File: config.mk
export PLATFORM = sky130hd
export DESIGN_NAME = crf_top
export DESIGN_NICKNAME = d
export VERILOG_FILES = /design/src/crf_pkg.sv /design/src/crf_bank.sv /design/src/crf_top.sv
export SDC_FILE = /design/constraint.sdc
export NUM_CORES = 1
export LEC_CHECK = 0
export ABC_CLOCK_PERIOD_IN_PS = 39200
export BUFFER_PORTS_ARGS = -buffer_cell sky130_fd_sc_hd__buf_4
export CORE_MARGIN = 5
export CORE_UTILIZATION = 63
export CTS_CLUSTER_SIZE = 12
export DETAILED_ROUTE_END_ITERATION = 7
export PLACE_DENSITY_LB_ADDON = 0.08
export SLEW_MARGIN = 5
export SYNTH_ARGS = -nofsm -noshare
export SYNTH_HDL_FRONTEND = slang
export SYNTH_SLANG_ARGS = --single-unit
File: constraint.sdc
create_clock -name sys_clk_in -period 39.2 [get_ports sys_clk_in]
set_input_delay 7.84 -clock sys_clk_in [delete_from_list [all_inputs] [get_ports sys_clk_in]]
set_output_delay 7.84 -clock sys_clk_in [all_outputs]
set_load 0.02 [all_outputs]
File: src/crf_pkg.sv
package crf_pkg;

  // ----------------------------------------------------------------
  // Widths
  // ----------------------------------------------------------------
  localparam int DATA_W  = 16;
  localparam int ADDR_W  = 24;
  localparam int MODE_W  = 8;
  localparam int BYTE_W  = 8;
  localparam int LONG_W  = 32;

  // ----------------------------------------------------------------
  // Flag bit positions
  // ----------------------------------------------------------------
  localparam int FLG_CARRY = 0;
  localparam int FLG_STEP  = 1;
  localparam int FLG_ZERO  = 2;
  localparam int FLG_SIGN  = 3;
  localparam int FLG_BANK  = 4;
  localparam int FLG_OVFL  = 5;
  localparam int FLG_IEN   = 6;
  localparam int FLG_STACK = 7;
  localparam int FLG_PRI_LO = 12;
  localparam int FLG_PRI_HI = 14;

  // Writable bits: 0..7 and 12..14, reserved bits read zero
  localparam logic [15:0] FLG_WMASK = 16'h70FF;
  localparam logic [15:0] FLG_RESET = 16'h0000;

  // Software interrupt numbers below this clear the stack select
  localparam logic [5:0] SWI_STACK_LIMIT = 6'h20;

  // ----------------------------------------------------------------
  // Register selectors
  // ----------------------------------------------------------------
  typedef enum logic [4:0] {
    CRF_SEL_D0     = 5'h00,
    CRF_SEL_D1     = 5'h01,
    CRF_SEL_D2     = 5'h02,
    CRF_SEL_D3     = 5'h03,
    CRF_SEL_D0L    = 5'h04,
    CRF_SEL_D0H    = 5'h05,
    CRF_SEL_D1L    = 5'h06,
    CRF_SEL_D1H    = 5'h07,
    CRF_SEL_LONGLO = 5'h08,
    CRF_SEL_LONGHI = 5'h09,
    CRF_SEL_P0     = 5'h0A,
    CRF_SEL_P1     = 5'h0B,
    CRF_SEL_SB     = 5'h0C,
    CRF_SEL_FB     = 5'h0D,
    CRF_SEL_VTB    = 5'h0E,
    CRF_SEL_USP    = 5'h0F,
    CRF_SEL_ISP    = 5'h10,
    CRF_SEL_SP     = 5'h11,
    CRF_SEL_FLG    = 5'h12,
    CRF_SEL_SVF    = 5'h13,
    CRF_SEL_SVP    = 5'h14,
    CRF_SEL_VCT    = 5'h15,
    CRF_SEL_PC     = 5'h16
  } crf_sel_t;

  typedef enum logic [2:0] {
    CRF_DMA_MODE   = 3'h0,
    CRF_DMA_COUNT  = 3'h1,
    CRF_DMA_CRLD   = 3'h2,
    CRF_DMA_MADDR  = 3'h3,
    CRF_DMA_FADDR  = 3'h4,
    CRF_DMA_ARLD   = 3'h5
  } crf_dma_sel_t;

  // ----------------------------------------------------------------
  // Carriers
  // ----------------------------------------------------------------
  typedef struct packed {
    logic        wr;
    crf_sel_t    sel;
    logic [31:0] data;
  } crf_wr_t;

  typedef struct packed {
    logic         wr;
    logic         chan;
    crf_dma_sel_t sel;
    logic [23:0]  data;
  } crf_dma_wr_t;

  typedef struct packed {
    logic carry_we;
    logic carry;
    logic zero_we;
    logic zero;
    logic sign_we;
    logic sign;
    logic ovfl_we;
    logic ovfl;
  } crf_alu_t;

  typedef struct packed {
    logic       hw_ack;
    logic       sw_int;
    logic [5:0] sw_num;
    logic       fast;
  } crf_irq_t;

endpackage

File: src/crf_bank.sv
`timescale 1ns/100ps
// Single register bank: four data, two pointer, two base registers
module crf_bank
  import crf_pkg::*;
(
  // Clock and control
  input  wire logic                 clk_in,
  input  wire logic                 rstn_in,
  input  wire logic                 ce_in,
  // Write port
  input  wire logic                 we_in,
  input  wire crf_pkg::crf_sel_t    sel_in,
  input  wire logic [31:0]          data_in,
  // Contents
  output logic [4*16-1:0]           data_out,
  output logic [4*24-1:0]           addr_out
);

  logic [15:0] d_r [4];
  logic [23:0] a_r [4];

  // ------------------------------------------------------------
  // Data registers with byte halves and long pairs
  // ------------------------------------------------------------
  always_ff @(posedge clk_in or negedge rstn_in) begin
    if (!rstn_in) begin
      for (int i = 0; i < 4; i++) begin
        d_r[i] <= 16'h0000; // RQ23
      end
    end else if (ce_in && we_in) begin
      unique case (sel_in)
        CRF_SEL_D0: d_r[0] <= data_in[15:0]; // RQ1
        CRF_SEL_D1: d_r[1] <= data_in[15:0];
        CRF_SEL_D2: d_r[2] <= data_in[15:0];
        CRF_SEL_D3: d_r[3] <= data_in[15:0];
        CRF_SEL_D0L: d_r[0][7:0]  <= data_in[7:0]; // RQ2
        CRF_SEL_D0H: d_r[0][15:8] <= data_in[7:0]; // RQ2
        CRF_SEL_D1L: d_r[1][7:0]  <= data_in[7:0];
        CRF_SEL_D1H: d_r[1][15:8] <= data_in[7:0];
        CRF_SEL_LONGLO: begin
          d_r[2] <= data_in[31:16]; // RQ3
          d_r[0] <= data_in[15:0];
        end
        CRF_SEL_LONGHI: begin
          d_r[3] <= data_in[31:16]; // RQ3
          d_r[1] <= data_in[15:0];
        end
        default: ;
      endcase
    end
  end

  // ------------------------------------------------------------
  // Pointer and base registers (0,1 pointers, 2 static, 3 frame)
  // ------------------------------------------------------------
  always_ff @(posedge clk_in or negedge rstn_in) begin
    if (!rstn_in) begin
      for (int i = 0; i < 4; i++) begin
        a_r[i] <= 24'h000000; // RQ23
      end
    end else if (ce_in && we_in) begin
      unique case (sel_in)
        CRF_SEL_P0: a_r[0] <= data_in[23:0]; // RQ4
        CRF_SEL_P1: a_r[1] <= data_in[23:0];
        CRF_SEL_SB: a_r[2] <= data_in[23:0]; // RQ7
        CRF_SEL_FB: a_r[3] <= data_in[23:0];
        default: ;
      endcase
    end
  end

  always_comb begin
    for (int i = 0; i < 4; i++) begin
      data_out[i*16 +: 16] = d_r[i];
      addr_out[i*24 +: 24] = a_r[i];
    end
  end

endmodule

File: src/crf_top.sv
`timescale 1ns/100ps
// ------------------------------------------------------------------
// Summary of operation
// RQ1 - Four 16-bit data registers for transfers and arithmetic.
// RQ2 - Data zero and one split into byte halves; other half kept.
// RQ3 - Pairs two/zero and three/one form 32-bit words, high on top.
// RQ4 - Two 24-bit pointer registers for indirect and relative access.
// RQ5 - Data, pointer and base registers exist in two banks.
// RQ6 - Flag bit 4 selects bank zero or bank one.
// RQ7 - Static and frame base registers are 24 bits.
// RQ8 - Program counter is 24 bits, next instruction address.
// RQ9 - Vector table base is 24 bits.
// RQ10 - Flag bit 7 picks irq stack (0) or user stack (1).
// RQ11 - Stack select clears on hardware interrupt or soft interrupt 0-31.
// RQ12 - Software should keep both stack pointers even.
// RQ13 - Flag bit 0 captures ALU carry, borrow or shifted-out bit.
// RQ14 - Flag bit 1 requests single-step trap; clears on interrupt accept.
// RQ15 - Flag bits 2 and 3 track zero and negative results.
// RQ16 - Flag bit 5 set on arithmetic overflow.
// RQ17 - Flag bit 6 enables maskable interrupts; clears on accept.
// RQ18 - Flag bits 12-14 hold priority; interrupt allowed only if higher.
// RQ19 - Flag bits 8-11 and 15 are reserved, read zero.
// RQ20 - Fast interrupt saves flags and program counter; svp_r keeps only program counter bits 15:0.
// RQ21 - 24-bit fast interrupt target register.
// RQ22 - Two transfer channels with mode, count and address registers.
// RQ23 - Reset zeroes architectural registers; transfer data undefined. svf_r, svp_r and vct_r get no reset.
// RQ24 - Bank switch redirects access, no copying, banks retain data.
// ------------------------------------------------------------------
module crf_top
  import crf_pkg::*;
(
  // Clock, reset, enable
  input  wire logic                  sys_clk_in,
  input  wire logic                  rstn_in,
  input  wire logic                  ce_in,
  // Register write port and read select
  input  wire crf_pkg::crf_wr_t      wr_in,
  input  wire crf_pkg::crf_sel_t     rd_sel_in,
  // Transfer channel port
  input  wire crf_pkg::crf_dma_wr_t  dma_wr_in,
  input  wire logic                  dma_rd_chan_in,
  input  wire crf_pkg::crf_dma_sel_t dma_rd_sel_in,
  // Datapath updates
  input  wire crf_pkg::crf_alu_t     alu_in,
  input  wire logic                  pc_we_in,
  input  wire logic [23:0]           pc_in,
  input  wire crf_pkg::crf_irq_t     irq_in,
  input  wire logic                  insn_done_in,
  input  wire logic [2:0]            req_pri_in,
  // Read data and status
  output logic [31:0]                rd_data_out,
  output logic [23:0]                dma_rd_data_out,
  output logic [15:0]                flags_out,
  output logic [23:0]                pc_out,
  output logic [23:0]                sp_out,
  output logic [23:0]                vtb_out,
  output logic [23:0]                fast_target_out,
  output logic [23:0]                ptr0_out,
  output logic [23:0]                ptr1_out,
  output logic [23:0]                sb_out,
  output logic [23:0]                fb_out,
  output logic                       irq_allowed_out,
  output logic                       step_trap_out
);

  // ------------------------------------------------------------
  // Reset synchroniser
  // ------------------------------------------------------------
  logic rst_meta_r;
  logic rst_sync_r;

  always_ff @(posedge sys_clk_in or negedge rstn_in) begin
    if (!rstn_in) begin
      rst_meta_r <= 1'b0;
      rst_sync_r <= 1'b0;
    end else begin
      rst_meta_r <= 1'b1;
      rst_sync_r <= rst_meta_r;
    end
  end

  logic rstn;
  assign rstn = rst_sync_r;

  // ------------------------------------------------------------
  // Helper functions
  // ------------------------------------------------------------
  function automatic logic is_banked(input crf_sel_t s);
    is_banked = (s <= CRF_SEL_FB);
  endfunction

  function automatic logic [15:0] flg_merge(input logic [15:0] old_v,
                                            input logic [15:0] new_v);
    flg_merge = (old_v & ~FLG_WMASK) | (new_v & FLG_WMASK);
  endfunction

  // ------------------------------------------------------------
  // State
  // ------------------------------------------------------------
  logic [15:0] flg_r;
  logic [15:0] flg_nxt;
  logic [23:0] pc_r;
  logic [23:0] vtb_r;
  logic [23:0] usp_r;
  logic [23:0] isp_r;
  logic [15:0] svf_r;
  logic [15:0] svp_r;
  logic [23:0] vct_r;
  logic [7:0]  mode_r  [2];
  logic [15:0] cnt_r   [2];
  logic [15:0] crld_r  [2];
  logic [23:0] maddr_r [2];
  logic [23:0] faddr_r [2];
  logic [23:0] arld_r  [2];

  logic        bank_sel;
  logic        fw;
  assign bank_sel = flg_r[FLG_BANK];
  assign fw = ce_in && wr_in.wr;

  // ------------------------------------------------------------
  // Two banks; only the selected one sees writes
  // ------------------------------------------------------------
  logic [63:0] bank_d [2];
  logic [95:0] bank_a [2];

  for (genvar b = 0; b < 2; b++) begin : g_bank
    crf_bank u_bank (
      .clk_in   (sys_clk_in),
      .rstn_in  (rstn),
      .ce_in    (ce_in),
      .we_in    (wr_in.wr && (bank_sel == b[0])), // RQ5 RQ24
      .sel_in   (wr_in.sel),
      .data_in  (wr_in.data),
      .data_out (bank_d[b]),
      .addr_out (bank_a[b])
    );
  end

  // Active bank contents
  logic [63:0] cur_d;
  logic [95:0] cur_a;
  assign cur_d = bank_d[bank_sel]; // RQ6
  assign cur_a = bank_a[bank_sel];

  // ------------------------------------------------------------
  // Flag register next value
  // ------------------------------------------------------------
  always_comb begin
    flg_nxt = flg_r;
    if (fw && wr_in.sel == CRF_SEL_FLG) begin
      flg_nxt = flg_merge(flg_r, wr_in.data[15:0]); // RQ19
    end
    // ALU results take priority over a plain write
    if (alu_in.carry_we) flg_nxt[FLG_CARRY] = alu_in.carry; // RQ13
    if (alu_in.zero_we)  flg_nxt[FLG_ZERO]  = alu_in.zero;  // RQ15
    if (alu_in.sign_we)  flg_nxt[FLG_SIGN]  = alu_in.sign;  // RQ15
    if (alu_in.ovfl_we)  flg_nxt[FLG_OVFL]  = alu_in.ovfl;  // RQ16
    // Interrupt acceptance clears enable and step; stack select too, except soft interrupts 32-63
    if (irq_in.hw_ack || irq_in.fast) begin
      flg_nxt[FLG_IEN]   = 1'b0; // RQ17
      flg_nxt[FLG_STEP]  = 1'b0; // RQ14
      flg_nxt[FLG_STACK] = 1'b0; // RQ11
    end
    if (irq_in.sw_int) begin
      flg_nxt[FLG_IEN]  = 1'b0;
      flg_nxt[FLG_STEP] = 1'b0; // RQ14
      if (irq_in.sw_num < SWI_STACK_LIMIT) begin
        flg_nxt[FLG_STACK] = 1'b0; // RQ11
      end
    end
  end

  always_ff @(posedge sys_clk_in or negedge rstn) begin
    if (!rstn) begin
      flg_r <= FLG_RESET; // RQ23
    end else if (ce_in) begin
      flg_r <= flg_nxt;
    end
  end

  // ------------------------------------------------------------
  // Program counter, table base, stack pointers
  // ------------------------------------------------------------
  always_ff @(posedge sys_clk_in or negedge rstn) begin
    if (!rstn) begin
      pc_r  <= 24'h000000;
      vtb_r <= 24'h000000; // RQ23
      usp_r <= 24'h000000;
      isp_r <= 24'h000000;
    end else if (ce_in) begin
      if (pc_we_in) pc_r <= pc_in; // RQ8
      if (fw && wr_in.sel == CRF_SEL_VTB) vtb_r <= wr_in.data[23:0]; // RQ9
      // Odd stack values are kept; software keeps them even (RQ12)
      if (fw && (wr_in.sel == CRF_SEL_USP ||
                 (wr_in.sel == CRF_SEL_SP && flg_r[FLG_STACK]))) begin
        usp_r <= wr_in.data[23:0]; // RQ10
      end
      if (fw && (wr_in.sel == CRF_SEL_ISP ||
                 (wr_in.sel == CRF_SEL_SP && !flg_r[FLG_STACK]))) begin
        isp_r <= wr_in.data[23:0]; // RQ10
      end
    end
  end

  // ------------------------------------------------------------
  // Fast interrupt save area; undefined at reset, so no reset
  // ------------------------------------------------------------
  always_ff @(posedge sys_clk_in) begin
    if (ce_in) begin
      if (irq_in.fast) begin
        svf_r <= flg_r; // RQ20
        svp_r <= pc_r[15:0]; // RQ20
      end else begin
        if (fw && wr_in.sel == CRF_SEL_SVF) svf_r <= wr_in.data[15:0];
        if (fw && wr_in.sel == CRF_SEL_SVP) svp_r <= wr_in.data[15:0];
      end
      if (fw && wr_in.sel == CRF_SEL_VCT) vct_r <= wr_in.data[23:0]; // RQ21
    end
  end

  // ------------------------------------------------------------
  // Transfer channel mode registers (reset to zero)
  // ------------------------------------------------------------
  always_ff @(posedge sys_clk_in or negedge rstn) begin
    if (!rstn) begin
      mode_r[0] <= 8'h00; // RQ23
      mode_r[1] <= 8'h00;
    end else if (ce_in && dma_wr_in.wr &&
                 dma_wr_in.sel == CRF_DMA_MODE) begin
      mode_r[dma_wr_in.chan] <= dma_wr_in.data[7:0]; // RQ22
    end
  end

  // Counts and addresses are undefined after reset
  always_ff @(posedge sys_clk_in) begin
    if (ce_in && dma_wr_in.wr) begin
      unique case (dma_wr_in.sel)
        CRF_DMA_COUNT: cnt_r[dma_wr_in.chan]   <= dma_wr_in.data[15:0];
        CRF_DMA_CRLD:  crld_r[dma_wr_in.chan]  <= dma_wr_in.data[15:0];
        CRF_DMA_MADDR: maddr_r[dma_wr_in.chan] <= dma_wr_in.data; // RQ22
        CRF_DMA_FADDR: faddr_r[dma_wr_in.chan] <= dma_wr_in.data;
        CRF_DMA_ARLD:  arld_r[dma_wr_in.chan]  <= dma_wr_in.data;
        default: ;
      endcase
    end
  end

  // ------------------------------------------------------------
  // Read multiplexers (registered data outputs)
  // ------------------------------------------------------------
  logic [31:0] rd_nxt;
  always_comb begin
    rd_nxt = 32'h0000_0000;
    unique case (rd_sel_in)
      CRF_SEL_D0:     rd_nxt = {16'h0000, cur_d[15:0]};
      CRF_SEL_D1:     rd_nxt = {16'h0000, cur_d[31:16]};
      CRF_SEL_D2:     rd_nxt = {16'h0000, cur_d[47:32]};
      CRF_SEL_D3:     rd_nxt = {16'h0000, cur_d[63:48]};
      CRF_SEL_D0L:    rd_nxt = {24'h000000, cur_d[7:0]};
      CRF_SEL_D0H:    rd_nxt = {24'h000000, cur_d[15:8]}; // RQ2
      CRF_SEL_D1L:    rd_nxt = {24'h000000, cur_d[23:16]};
      CRF_SEL_D1H:    rd_nxt = {24'h000000, cur_d[31:24]};
      CRF_SEL_LONGLO: rd_nxt = {cur_d[47:32], cur_d[15:0]}; // RQ3
      CRF_SEL_LONGHI: rd_nxt = {cur_d[63:48], cur_d[31:16]}; // RQ3
      CRF_SEL_P0:     rd_nxt = {8'h00, cur_a[23:0]};
      CRF_SEL_P1:     rd_nxt = {8'h00, cur_a[47:24]};
      CRF_SEL_SB:     rd_nxt = {8'h00, cur_a[71:48]};
      CRF_SEL_FB:     rd_nxt = {8'h00, cur_a[95:72]};
      CRF_SEL_VTB:    rd_nxt = {8'h00, vtb_r};
      CRF_SEL_USP:    rd_nxt = {8'h00, usp_r};
      CRF_SEL_ISP:    rd_nxt = {8'h00, isp_r};
      CRF_SEL_SP:     rd_nxt = {8'h00, flg_r[FLG_STACK] ? usp_r : isp_r};
      CRF_SEL_FLG:    rd_nxt = {16'h0000, flg_r & FLG_WMASK}; // RQ19
      CRF_SEL_SVF:    rd_nxt = {16'h0000, svf_r};
      CRF_SEL_SVP:    rd_nxt = {16'h0000, svp_r};
      CRF_SEL_VCT:    rd_nxt = {8'h00, vct_r};
      CRF_SEL_PC:     rd_nxt = {8'h00, pc_r};
      default:        rd_nxt = 32'h0000_0000;
    endcase
  end

  logic [23:0] dma_nxt;
  always_comb begin
    dma_nxt = 24'h000000;
    unique case (dma_rd_sel_in)
      CRF_DMA_MODE:  dma_nxt = {16'h0000, mode_r[dma_rd_chan_in]};
      CRF_DMA_COUNT: dma_nxt = {8'h00, cnt_r[dma_rd_chan_in]};
      CRF_DMA_CRLD:  dma_nxt = {8'h00, crld_r[dma_rd_chan_in]};
      CRF_DMA_MADDR: dma_nxt = maddr_r[dma_rd_chan_in];
      CRF_DMA_FADDR: dma_nxt = faddr_r[dma_rd_chan_in];
      CRF_DMA_ARLD:  dma_nxt = arld_r[dma_rd_chan_in];
      default:       dma_nxt = 24'h000000;
    endcase
  end

  // Reads register one cycle after the select
  always_ff @(posedge sys_clk_in or negedge rstn) begin
    if (!rstn) begin
      rd_data_out     <= 32'h0000_0000;
      dma_rd_data_out <= 24'h000000;
    end else if (ce_in) begin
      rd_data_out     <= rd_nxt;
      dma_rd_data_out <= dma_nxt;
    end
  end

  // ------------------------------------------------------------
  // Direct views for the address generator and sequencer
  // ------------------------------------------------------------
  assign flags_out       = flg_r & FLG_WMASK;
  assign pc_out          = pc_r;
  assign sp_out          = flg_r[FLG_STACK] ? usp_r : isp_r; // RQ10
  assign vtb_out         = vtb_r;
  assign fast_target_out = vct_r;
  assign ptr0_out        = cur_a[23:0];  // RQ4
  assign ptr1_out        = cur_a[47:24];
  assign sb_out          = cur_a[71:48]; // RQ7
  assign fb_out          = cur_a[95:72];

  // Maskable gate: enable flag and strictly higher priority
  assign irq_allowed_out = flg_r[FLG_IEN] &&
                           (req_pri_in > flg_r[FLG_PRI_HI:FLG_PRI_LO]); // RQ18
  assign step_trap_out   = insn_done_in && flg_r[FLG_STEP]; // RQ14

  // ------------------------------------------------------------
  // Checks
  // ------------------------------------------------------------
  chk_flag_reserved: assert property (@(posedge sys_clk_in) // RQ19
    disable iff (!rstn) (flags_out & ~FLG_WMASK) == 16'h0000)
    else $error("reserved flag bits nonzero");
  chk_ack_clears: assert property (@(posedge sys_clk_in) // RQ17
    disable iff (!rstn) ce_in && irq_in.hw_ack |=>
      !flg_r[FLG_IEN] && !flg_r[FLG_STEP] && !flg_r[FLG_STACK])
    else $error("accept did not clear flags");
  chk_swi_stack: assert property (@(posedge sys_clk_in) // RQ11
    disable iff (!rstn) ce_in && irq_in.sw_int && irq_in.sw_num >= 6'h20
      && !irq_in.hw_ack && !irq_in.fast && !(fw && wr_in.sel == CRF_SEL_FLG)
      |=> flg_r[FLG_STACK] == $past(flg_r[FLG_STACK]))
    else $error("high soft interrupt changed stack select");
  chk_carry_cap: assert property (@(posedge sys_clk_in) // RQ13
    disable iff (!rstn) ce_in && alu_in.carry_we |=>
      flg_r[FLG_CARRY] == $past(alu_in.carry))
    else $error("carry not captured");
  chk_fast_save: assert property (@(posedge sys_clk_in) // RQ20
    disable iff (!rstn) ce_in && irq_in.fast |=>
      svf_r == $past(flg_r) && svp_r == $past(pc_r[15:0]))
    else $error("fast save wrong");
  chk_pri_gate: assert property (@(posedge sys_clk_in) // RQ18
    disable iff (!rstn) irq_allowed_out |->
      req_pri_in > flags_out[14:12] && flags_out[FLG_IEN])
    else $error("priority gate wrong");
  chk_sp_select: assert property (@(posedge sys_clk_in) // RQ10
    disable iff (!rstn) sp_out == (flags_out[FLG_STACK] ? usp_r : isp_r))
    else $error("stack select wrong");
  chk_bank_keep: assert property (@(posedge sys_clk_in) // RQ24
    disable iff (!rstn) ce_in && !bank_sel |=>
      bank_d[1] == $past(bank_d[1]) && bank_a[1] == $past(bank_a[1]))
    else $error("unselected bank changed");
  chk_read_lat: assert property (@(posedge sys_clk_in) // RQ3
    disable iff (!rstn) ce_in && rd_sel_in == CRF_SEL_LONGLO && !fw
      |=> rd_data_out == {$past(cur_d[47:32]), $past(cur_d[15:0])})
    else $error("long pair read wrong");

  cov_bank_swap: cover property (@(posedge sys_clk_in) disable iff (!rstn)
    $rose(bank_sel));
  cov_fast_irq: cover property (@(posedge sys_clk_in) disable iff (!rstn)
    ce_in && irq_in.fast);
  cov_swi_low: cover property (@(posedge sys_clk_in) disable iff (!rstn)
    ce_in && irq_in.sw_int && irq_in.sw_num < 6'h20);

endmodule

# [Word level (Yosys, flattened, before mapping)]
# Memories as Yosys holds them, arrays and structs flattened.
# Cells that the tools add are included.
[totals] reg_bits=562 n_memories=5 latchBits=0 romBits=0 mem_bits_rw=208 elab_cells=232
[op_classes] n_bitwise=5 div=0 n_mux=48 n_mul=0 shifts=0 order_cmp=6 add_sub_neg=0 eq_ne=53 reduce_logical=75
[memory_table] memory="arld_r" words=2 word_bits=24 read_ports=1 rd_clocked_by_memory_dff=0 wr=1 line_no="crf_top.sv:114" rtl="logic [23:0] arld_r [2];"
[memory_table] memory="faddr_r" words=2 word_bits=24 read_ports=1 rd_clocked_by_memory_dff=0 wr=1 line_no="crf_top.sv:113" rtl="logic [23:0] faddr_r [2];"
[memory_table] memory="maddr_r" words=2 word_bits=24 read_ports=1 rd_clocked_by_memory_dff=0 wr=1 line_no="crf_top.sv:112" rtl="logic [23:0] maddr_r [2];"
[memory_table] memory="cnt_r" words=2 word_bits=16 read_ports=1 rd_clocked_by_memory_dff=0 wr=1 line_no="crf_top.sv:110" rtl="logic [15:0] cnt_r [2];"
[memory_table] memory="crld_r" words=2 word_bits=16 read_ports=1 rd_clocked_by_memory_dff=0 wr=1 line_no="crf_top.sv:111" rtl="logic [15:0] crld_r [2];"
[op_table] operator="32-bit case mux with 23 select lines" count=1
[op_table] operator="96-bit two-way mux" count=3
[op_table] operator="64-bit two-way mux" count=3
[op_table] operator="24-bit case mux with 6 select lines" count=1
[op_table] operator="5-bit by 4-bit == test with 1-bit output (second input constant)" count=16
[op_table] operator="2-bit AND reduction" count=33
[op_table] operator="5-bit == test (second input constant)" count=13
[op_table] operator="16-bit two-way mux" count=4
[op_table] operator="16-bit case mux with 2 select lines" count=2
[op_table] operator="5-bit by 3-bit == test with 1-bit output (second input constant)" count=8
[op_table] operator="8-bit two-way mux" count=5
[op_table] operator="8-bit case mux with 2 select lines" count=2
[op_table] operator="24-bit two-way mux" count=1
[op_table] operator="1-bit two-way mux" count=22
[op_table] operator="5-bit by 2-bit == test with 1-bit output (second input constant)" count=4
[op_table] operator="2-bit nonzero test" count=10
[op_table] operator="1-bit logical AND" count=19
[op_table] operator="16-bit bitwise mux" count=1
[op_table] operator="16-bit by 15-bit OR with 16-bit output" count=1
[op_table] operator="3-bit by 2-bit == test with 1-bit output (second input constant)" count=4
[op_table] operator="3-bit == test (second input constant)" count=4
[op_table] operator="5-bit by 1-bit == test with 1-bit output (second input constant)" count=2
[op_table] operator="5-bit zero test" count=2
[op_table] operator="8-bit demux with 1-bit select" count=1
[op_table] operator="other kinds (14)" count=25

# [Longest topological paths before layout]
# Gate-level depths: netlist of run 1.
[depth] depth_word=6 mapped_depth=8 ltp_nobuf=5

# [Hierarchy]
# A second synthesis of run 1 with hierarchy kept.
[hier_totals] hier_cells=2690 hier_area_um2=35459.0
[modules_own_cells] module="crf_top" instances=1 cells_per_inst=1664 area_per_inst_um2=21505.6
[modules_own_cells] module="crf_bank" instances=2 cells_per_inst=513 area_per_inst_um2=6976.7

# [Least setup slack after synthesis of run 1]
# OpenSTA, ideal clock, no wires.
[synth_timing] kind="input to output" start="input req_pri_in[1]" end="output irq_allowed_out" path_slack_ns=22.704 arrival_time_ns=8.656 cell_stages=4 n_path_buf=0 path_cell_list="ha_1 > nor2b_1 > o21ai_0 > a21oi_1"
[synth_between] elab_chain_cells=2
[synth_lines] element="start, declared" line_no="crf_top.sv:49" rtl="input wire logic [2:0] req_pri_in,"
[synth_lines] element="3-bit > comparator" line_no="crf_top.sv:323" rtl="(req_pri_in > flg_r[FLG_PRI_HI:FLG_PRI_LO]);"
[synth_lines] element="1-bit logical AND" line_no="crf_top.sv:322" rtl="assign irq_allowed_out = flg_r[FLG_IEN] &&"
[synth_lines] element="end, declared" line_no="crf_top.sv:62" rtl="output logic irq_allowed_out,"
# No other way between the ends.

# [Worst setup path in the final report of run 1]
# Same ends and word-level chain as after synthesis.

==> metrics.txt, run 1 <==
Final setup viols 0; area post-placement 0.0378 mm2; HPWL Detailed a little under 80000 um; asr flop ratio synth 65.5%; status finished, final reports clean; total clock sinks about 770; Met3 Wirelength 13800 um; Distinct cells, synth 74; clock-pin slew on the worst setup and hold paths ~0.060 ns; max-slew violation count 0; flop2flop setup slack 34.60 ns; initial antenna violation count 5; Die ar. 0.0597 mm2; hold_buf cts 0; maximum root-to-sink buffer count 3; fillcell total 3578; Worst setup startpoint req_pri_in[1]; setup tns final 0 ns; arrival time worst endpoint ~9 ns; Highest Signal Layer met5; largest net degree at the start of global routing 80; WHS about 0.35 ns; PostCTS Resize Cnt 0; Finished Cell Area roughly 0.04 mm2; number of max-cap violations 0; TritonCTS clock tree done; layout cells sized above 1 35.7%; RSZ-0062 raised after global routing false; pwr/cell area 50.2 mW/mm2; period utilisation layout 43.0%; crit path capture type primary output; Hold Crit Class reg2reg; Post-DRT Antenna Nets 0; RR Startpoint rst_sync_r; Max VDD drop 0.0000368 V; Max stage delay cell, worst path a21oi_1; min Tclk post-route 16.85 ns; GRT Overall Usage 38.1%; Setup CP Type in2out; Multi-input gate area 0.0132 mm2; Area Growth Syn to Fin 16.8%; Post-synth EDFFs between 200 and 300; number of global-route vias before repair between 20000 and 30000; crit-path max FO 2; CORE AREA 0.0541 mm2; Ports 391; Hold Vio Cnt, Final 0; CP Launch Type input pin; fmax approximately 59 MHz; Remaining Overflow, GRT 0; CTS H-tree lvls 3; synthesized cell area 0.0346 mm2; clk root buf clkbuf_16; post-synthesis sequential area ratio 59.2%; Leak around 18 nW; Worst R2R End pc_out[12]; Starting Density between 60 and 70%; vias 25700; drt pass-1 iters 6; Worst Reg-to-Reg Cells 4; chip height 244 um; drt drc 0; Yosys warning count 0; GP Congestion slightly below 1; worst-path cell chain buf_4 > ha_1 > nor2b_1 > o21ai_0 > a21oi_1 > buf_4; TritonCTS Buffers 80; first-pass GRT wire length 169000 um; final net count 3093; Post-Route WL 116000 um; #FFs+latches synth roughly 770; Worst slew margin 11.9%; port buffer count 380; critical path's largest stage delay 0.36 ns; commonest non-fill, non-tap cells in the layout 499 x dfrtp_1, 493 x mux2_2, 423 x buf_4, 264 x edfxtp_1; site row count 85; syn avg cell area between 10 and 15 um2; Final Skew 0.0265 ns; clock latency at the later pin of the worst-skew pair 0.64 ns; Metal-1 WL 42600 um; post-CTS setup buffers 0; met2 wire length 53400 um; DRT iter0 DRCs 3327; Worst-Margin Slew 1.32 ns; Cells after Synth 2684; most used cell, CP buf_4; most common cell after layout, fill and taps aside dfrtp_1; top_reg_cell synth dfrtp_1; register area slightly above 0.02 mm2; Worst setup endpoint irq_allowed_out; Die Width around 240 um; WL/cell roughly 31 um; utilization after layout 74.6%; Worst EP required 31.36 ns; drt via density around 6.9
==> registers in the layout, indices dropped and copies added, names as in the netlist, 32 cells and up <==
name,count
g_bank.u_bank.data_out,128
crld_r,32
g_bank.u_bank.addr_out,192
maddr_r,48
cnt_r,32
arld_r,48
rd_data_out,32
faddr_r,48
==> stage by stage <==
step / instances / total power [mW] / setup WS [ns]
after CTS: 3726 / 2.02 / 22.32
after detailed placement: 3579 / 1.28 / 22.33
after global routing: 3729 / 2.09 / 22.23
after floorplan: 2688 / 1.13 / 22.70
final: 3729 / 2.03 / 22.35
after global placement: 3579 / 1.27 / 22.34
==> worst min path at each step <==
stage / from / to / slack [ns] / cells past startpoint
global placement: rst_meta_r / rst_sync_r / 0.34 / 0
finish: rst_meta_r / rst_sync_r / 0.35 / 0
detailed placement: rst_meta_r / rst_sync_r / 0.34 / 0
CTS: rst_meta_r / rst_sync_r / 0.35 / 0
floorplan: rst_meta_r / rst_sync_r / 0.33 / 0
global route: rst_meta_r / rst_sync_r / 0.37 / 0
==> layout make-up <==
type | count | area share, %
well taps | 696 | 2.16
clock inverters | 14 | 0.424
inverters | 11 | 0.102
clock buffers | 133 | 5.95
multi-input cells | 1684 | 32.8
diodes | 3 | 0.0186
repair buffers | 423 | 7.86
flip-flops and latches | 765 | 50.7
==> critical path: cells and delay by family <==
kind / cells / cell delay [ns]
buffers and inverters: 2 / 0.34
AO/OA/AOI/OAI: 2 / 0.44
adder cells (fa/ha/maj): 1 / 0.28
AND/OR/NAND/NOR: 1 / 0.12
==> cell families after synthesis <==
| family | after synthesis | share of synthesized area (%) |
|---|---|---|
| AOI/OAI and AO/OA | 405 | 8.26 |
| DFF | 765 | 59.2 |
| and+or+nand+nor | 628 | 9.04 |
| xor gates and xnor gates | 1 | 0.0253 |
| other | 2 | 0.0217 |
| buffers and inverters | 239 | 3.03 |
| muxes | 641 | 20.3 |
| adders and majority gates | 3 | 0.109 |
==> power breakdown <==
| group | switching, mW | total (mW) | internal (mW) |
|---|---|---|---|
| clock | 0.316 | 0.749 | 0.432 |
| combinational | 0.202 | 0.335 | 0.133 |
| sequential | 0.0501 | 0.944 | 0.894 |
| total | 0.568 | 2.03 | 1.46 |
==> cell usage after synthesis (all sizes together) (24+ instances only) <==
master   count  area share (%)
nand4       29            0.52
nand3      191             2.8
mux2i      148             4.3
nor3        24            0.41
mux2       493              16
o21ai      113             1.6
clkbuf     127             1.4
edfxtp     264              23
a32oi       26            0.66
nor2        76            0.83
nand2      194             2.1
o2bb2ai     30            0.76
dfrtp      501              36
a21oi       51            0.75
buf        101             1.5
a22oi       41            0.89
==> per-layer routing <==
| layer | global-route usage [%] | vias up |
|---|---|---|
| li1 | - | 10600 |
| met1 | 50.4 | 13000 |
| met2 | 59.0 | 1755 |
| met3 | 11.3 | 364 |
| met4 | 17.2 | 2 |
| met5 | 0 | - |
Power figures use the tool's default switching activity.
==> inputs of run 2 (changes only) <==
ABC_CLOCK_PERIOD_IN_PS = 14550   (was 39200)
CORE_UTILIZATION = 53   (was 63)
clock period = 14.55 ns   (was 39.2 ns; I/O delays follow)
==> run 2 against run 1 <==
  * Register-to-register slack worse by 24 ns
  * Sequential power grew to 2.7 times the previous value
  * Setup slack worse by 15 ns
  * Wire length is 2.1% higher
  * Non-clock buffer count is 2 higher
  * Hold slack better by 0.0027 ns
  * Global-route usage is 5.3 points lower
  * Cell area is 0.94% higher
  * Power grew to 2.7 times the previous value
  * Critical path depth stayed put
  * First-iteration DRC count is 12% lower
  * Clock power grew to 2.8 times the previous value
==> metrics.txt, run 2 (synthesis results as in run 1) <==
status finished, final reports clean; number of global-route vias before repair 25000 (-2.4%); fmax about 150 MHz; number of max-cap violations 0 (unchanged); CP Launch Type input pin; drt via density 6.43 (-6.5%); CTS H-tree lvls 3 (unchanged); final total power 5.52 mW (+170%); Die ar. 0.0705 mm2 (+18%); max-slew violation count 0 (unchanged); Final Skew 0.0282 ns (+0.00168 ns); Hold Vio Cnt, Final 0 (unchanged); register area 0.0205 mm2 (about the same); chip height 265 um (+8.7%); WHS 0.352 ns (+0.00265 ns); drt pass-1 iters 6 (unchanged); drt drc 0 (unchanged); PostCTS Resize Cnt 0 (unchanged); period utilisation layout 46.3%; crit path capture type primary output; Hold Path Stages 0 (unchanged); site row count 93 (+9.4%); critical path's largest stage delay 0.29 ns (-0.07 ns); Setup CP Type in2out; flop2flop setup slack 10.18 ns (-24.42 ns); Worst EP required 11.64 ns (-19.72 ns); total clock sinks 765 (unchanged); hold endpoint rst_sync_r; RSZ-0062 raised after global routing false; maximum root-to-sink buffer count 3 (unchanged); Final setup viols 0 (unchanged); GRT Overall Usage 32.8% (-5.3 points); largest net degree at the start of global routing 177 (+120%); Worst R2R End rd_data_out[0]; TritonCTS Buffers 84 (+5.0%); Die Width 265 um (+8.7%); post-CTS setup buffers 0 (unchanged); worst-path cell chain buf_4 > ha_1 > nor2b_1 > o21ai_0 > a21oi_1 > buf_4; RR Startpoint flg_r[4]; final net count 3099 (+0.19%); GP Congestion 0.950 (-1.6%); Worst path top cell family by delay adder cells; layout cells sized above 1 36.1% (+0.35 points); setup tns final 0 ns (unchanged); arrival time worst endpoint 3.83 ns (-5.18 ns); Max stage delay cell, worst path ha_1; TritonCTS clock tree done; Leak 17.6 nW (+0.53%); Worst slew margin 15.6% (+3.6 points); vias 25100 (-2.3%); pwr/cell area 136 mW/mm2 (+170%); Worst Reg-to-Reg Cells 6 (+2); Placed Instances 3740 (+4.5%); WL/cell 30.4 um (-2.3%); initial antenna violation count 4 (-1); Largest register FFs 192 (unchanged); CORE AREA 0.0646 mm2 (+19%); min Tclk post-route 6.74 ns; CP Buf/Inv Count 2 (unchanged); Area Growth Syn to Fin 17.9%; most common cell after layout, fill and taps aside dfrtp_1; hold_buf cts 0 (unchanged); Post-Route WL 118000 um (+2.1%); Ports 391 (unchanged); Worst-Margin Slew 1.26 ns (-0.0569 ns); port buffer count 380 (unchanged); Starting Density 53.5% (-10 points); min-delay src rst_meta_r; Worst setup startpoint req_pri_in[1]; clock-pin slew on the worst setup and hold paths 0.05 ns (about the same); Post-DRT Antenna Nets 0 (unchanged); clock latency at the later pin of the worst-skew pair 0.65 ns (about the same); clk root buf clkbuf_16; DRT iter0 DRCs 2916 (-12%); Hold Crit Class reg2reg; commonest non-fill, non-tap cells in the layout 498 x dfrtp_1, 493 x mux2_2, 424 x buf_4, 264 x edfxtp_1; Max VDD drop 0.0000991 V (+170%); crit-path max FO 2 (unchanged); Multi-input gate area 0.0132 mm2 (about the same); HPWL Detailed 79300 um (+3.0%); most used cell, CP buf_4; Final Non-Filler Cells 3899 (+4.6%); fillcell total 5019 (+40%); first-pass GRT wire length 172000 um (+1.6%); Remaining Overflow, GRT 0 (unchanged)
## run 2: changes by cell type in the layout (fill, tap and decap cells not counted), moves of 4 or more
cell	change
clkbuf_1	-10
clkinv_2	+8
clkbuf_16	+4
clkinv_1	+4
## run 2: worst max path at each step
stage               slack, ns                  to  depth (start not counted)
global route             7.76     irq_allowed_out                          6
global placement         7.76     irq_allowed_out                          6
floorplan                6.39  dma_rd_data_out[0]                          0
detailed placement       7.81     irq_allowed_out                          6
CTS                      7.81     irq_allowed_out                          6
finish                   7.81     irq_allowed_out                          6
## run 2: cell type report
| class | count | area share, % |
|---|---|---|
| Sequential cell | 765 | 50.2 |
| Multi-Input combinational cell | 1684 | 32.5 |
| Tap cell | 855 | 2.62 |
| Inverter | 11 | 0.101 |
| Clock buffer | 129 | 6.11 |
| Timing Repair Buffer | 425 | 7.86 |
| Clock inverter | 25 | 0.549 |
| Antenna cell | 5 | 0.0307 |
## run 2: where the power goes
group | total, mW | switching, mW | internal [mW]
sequential | 2.54 | 0.131 | 2.41
clock | 2.08 | 0.880 | 1.20
combinational | 0.902 | 0.542 | 0.360
## run 2: per-layer routing
metal	vias up	GRT usage, %	wire length, um
met5	-	0	0
met4	0	14.7	6150
met3	323	8.74	12100
met2	1369	50.7	54700
met1	12800	43.9	45600
li1	10600	-	-
## run 2: stage by stage
step	cell area, um2	setup slack, ns	util, %
3_3_place_gp	38000	7.76	58.9
4_1_cts	40800	7.81	63.1
6_report	40800	7.81	63.1
5_1_grt	40800	7.76	63.1
2_1_floorplan	34600	6.39	-
3_5_place_dp	38000	7.81	58.9
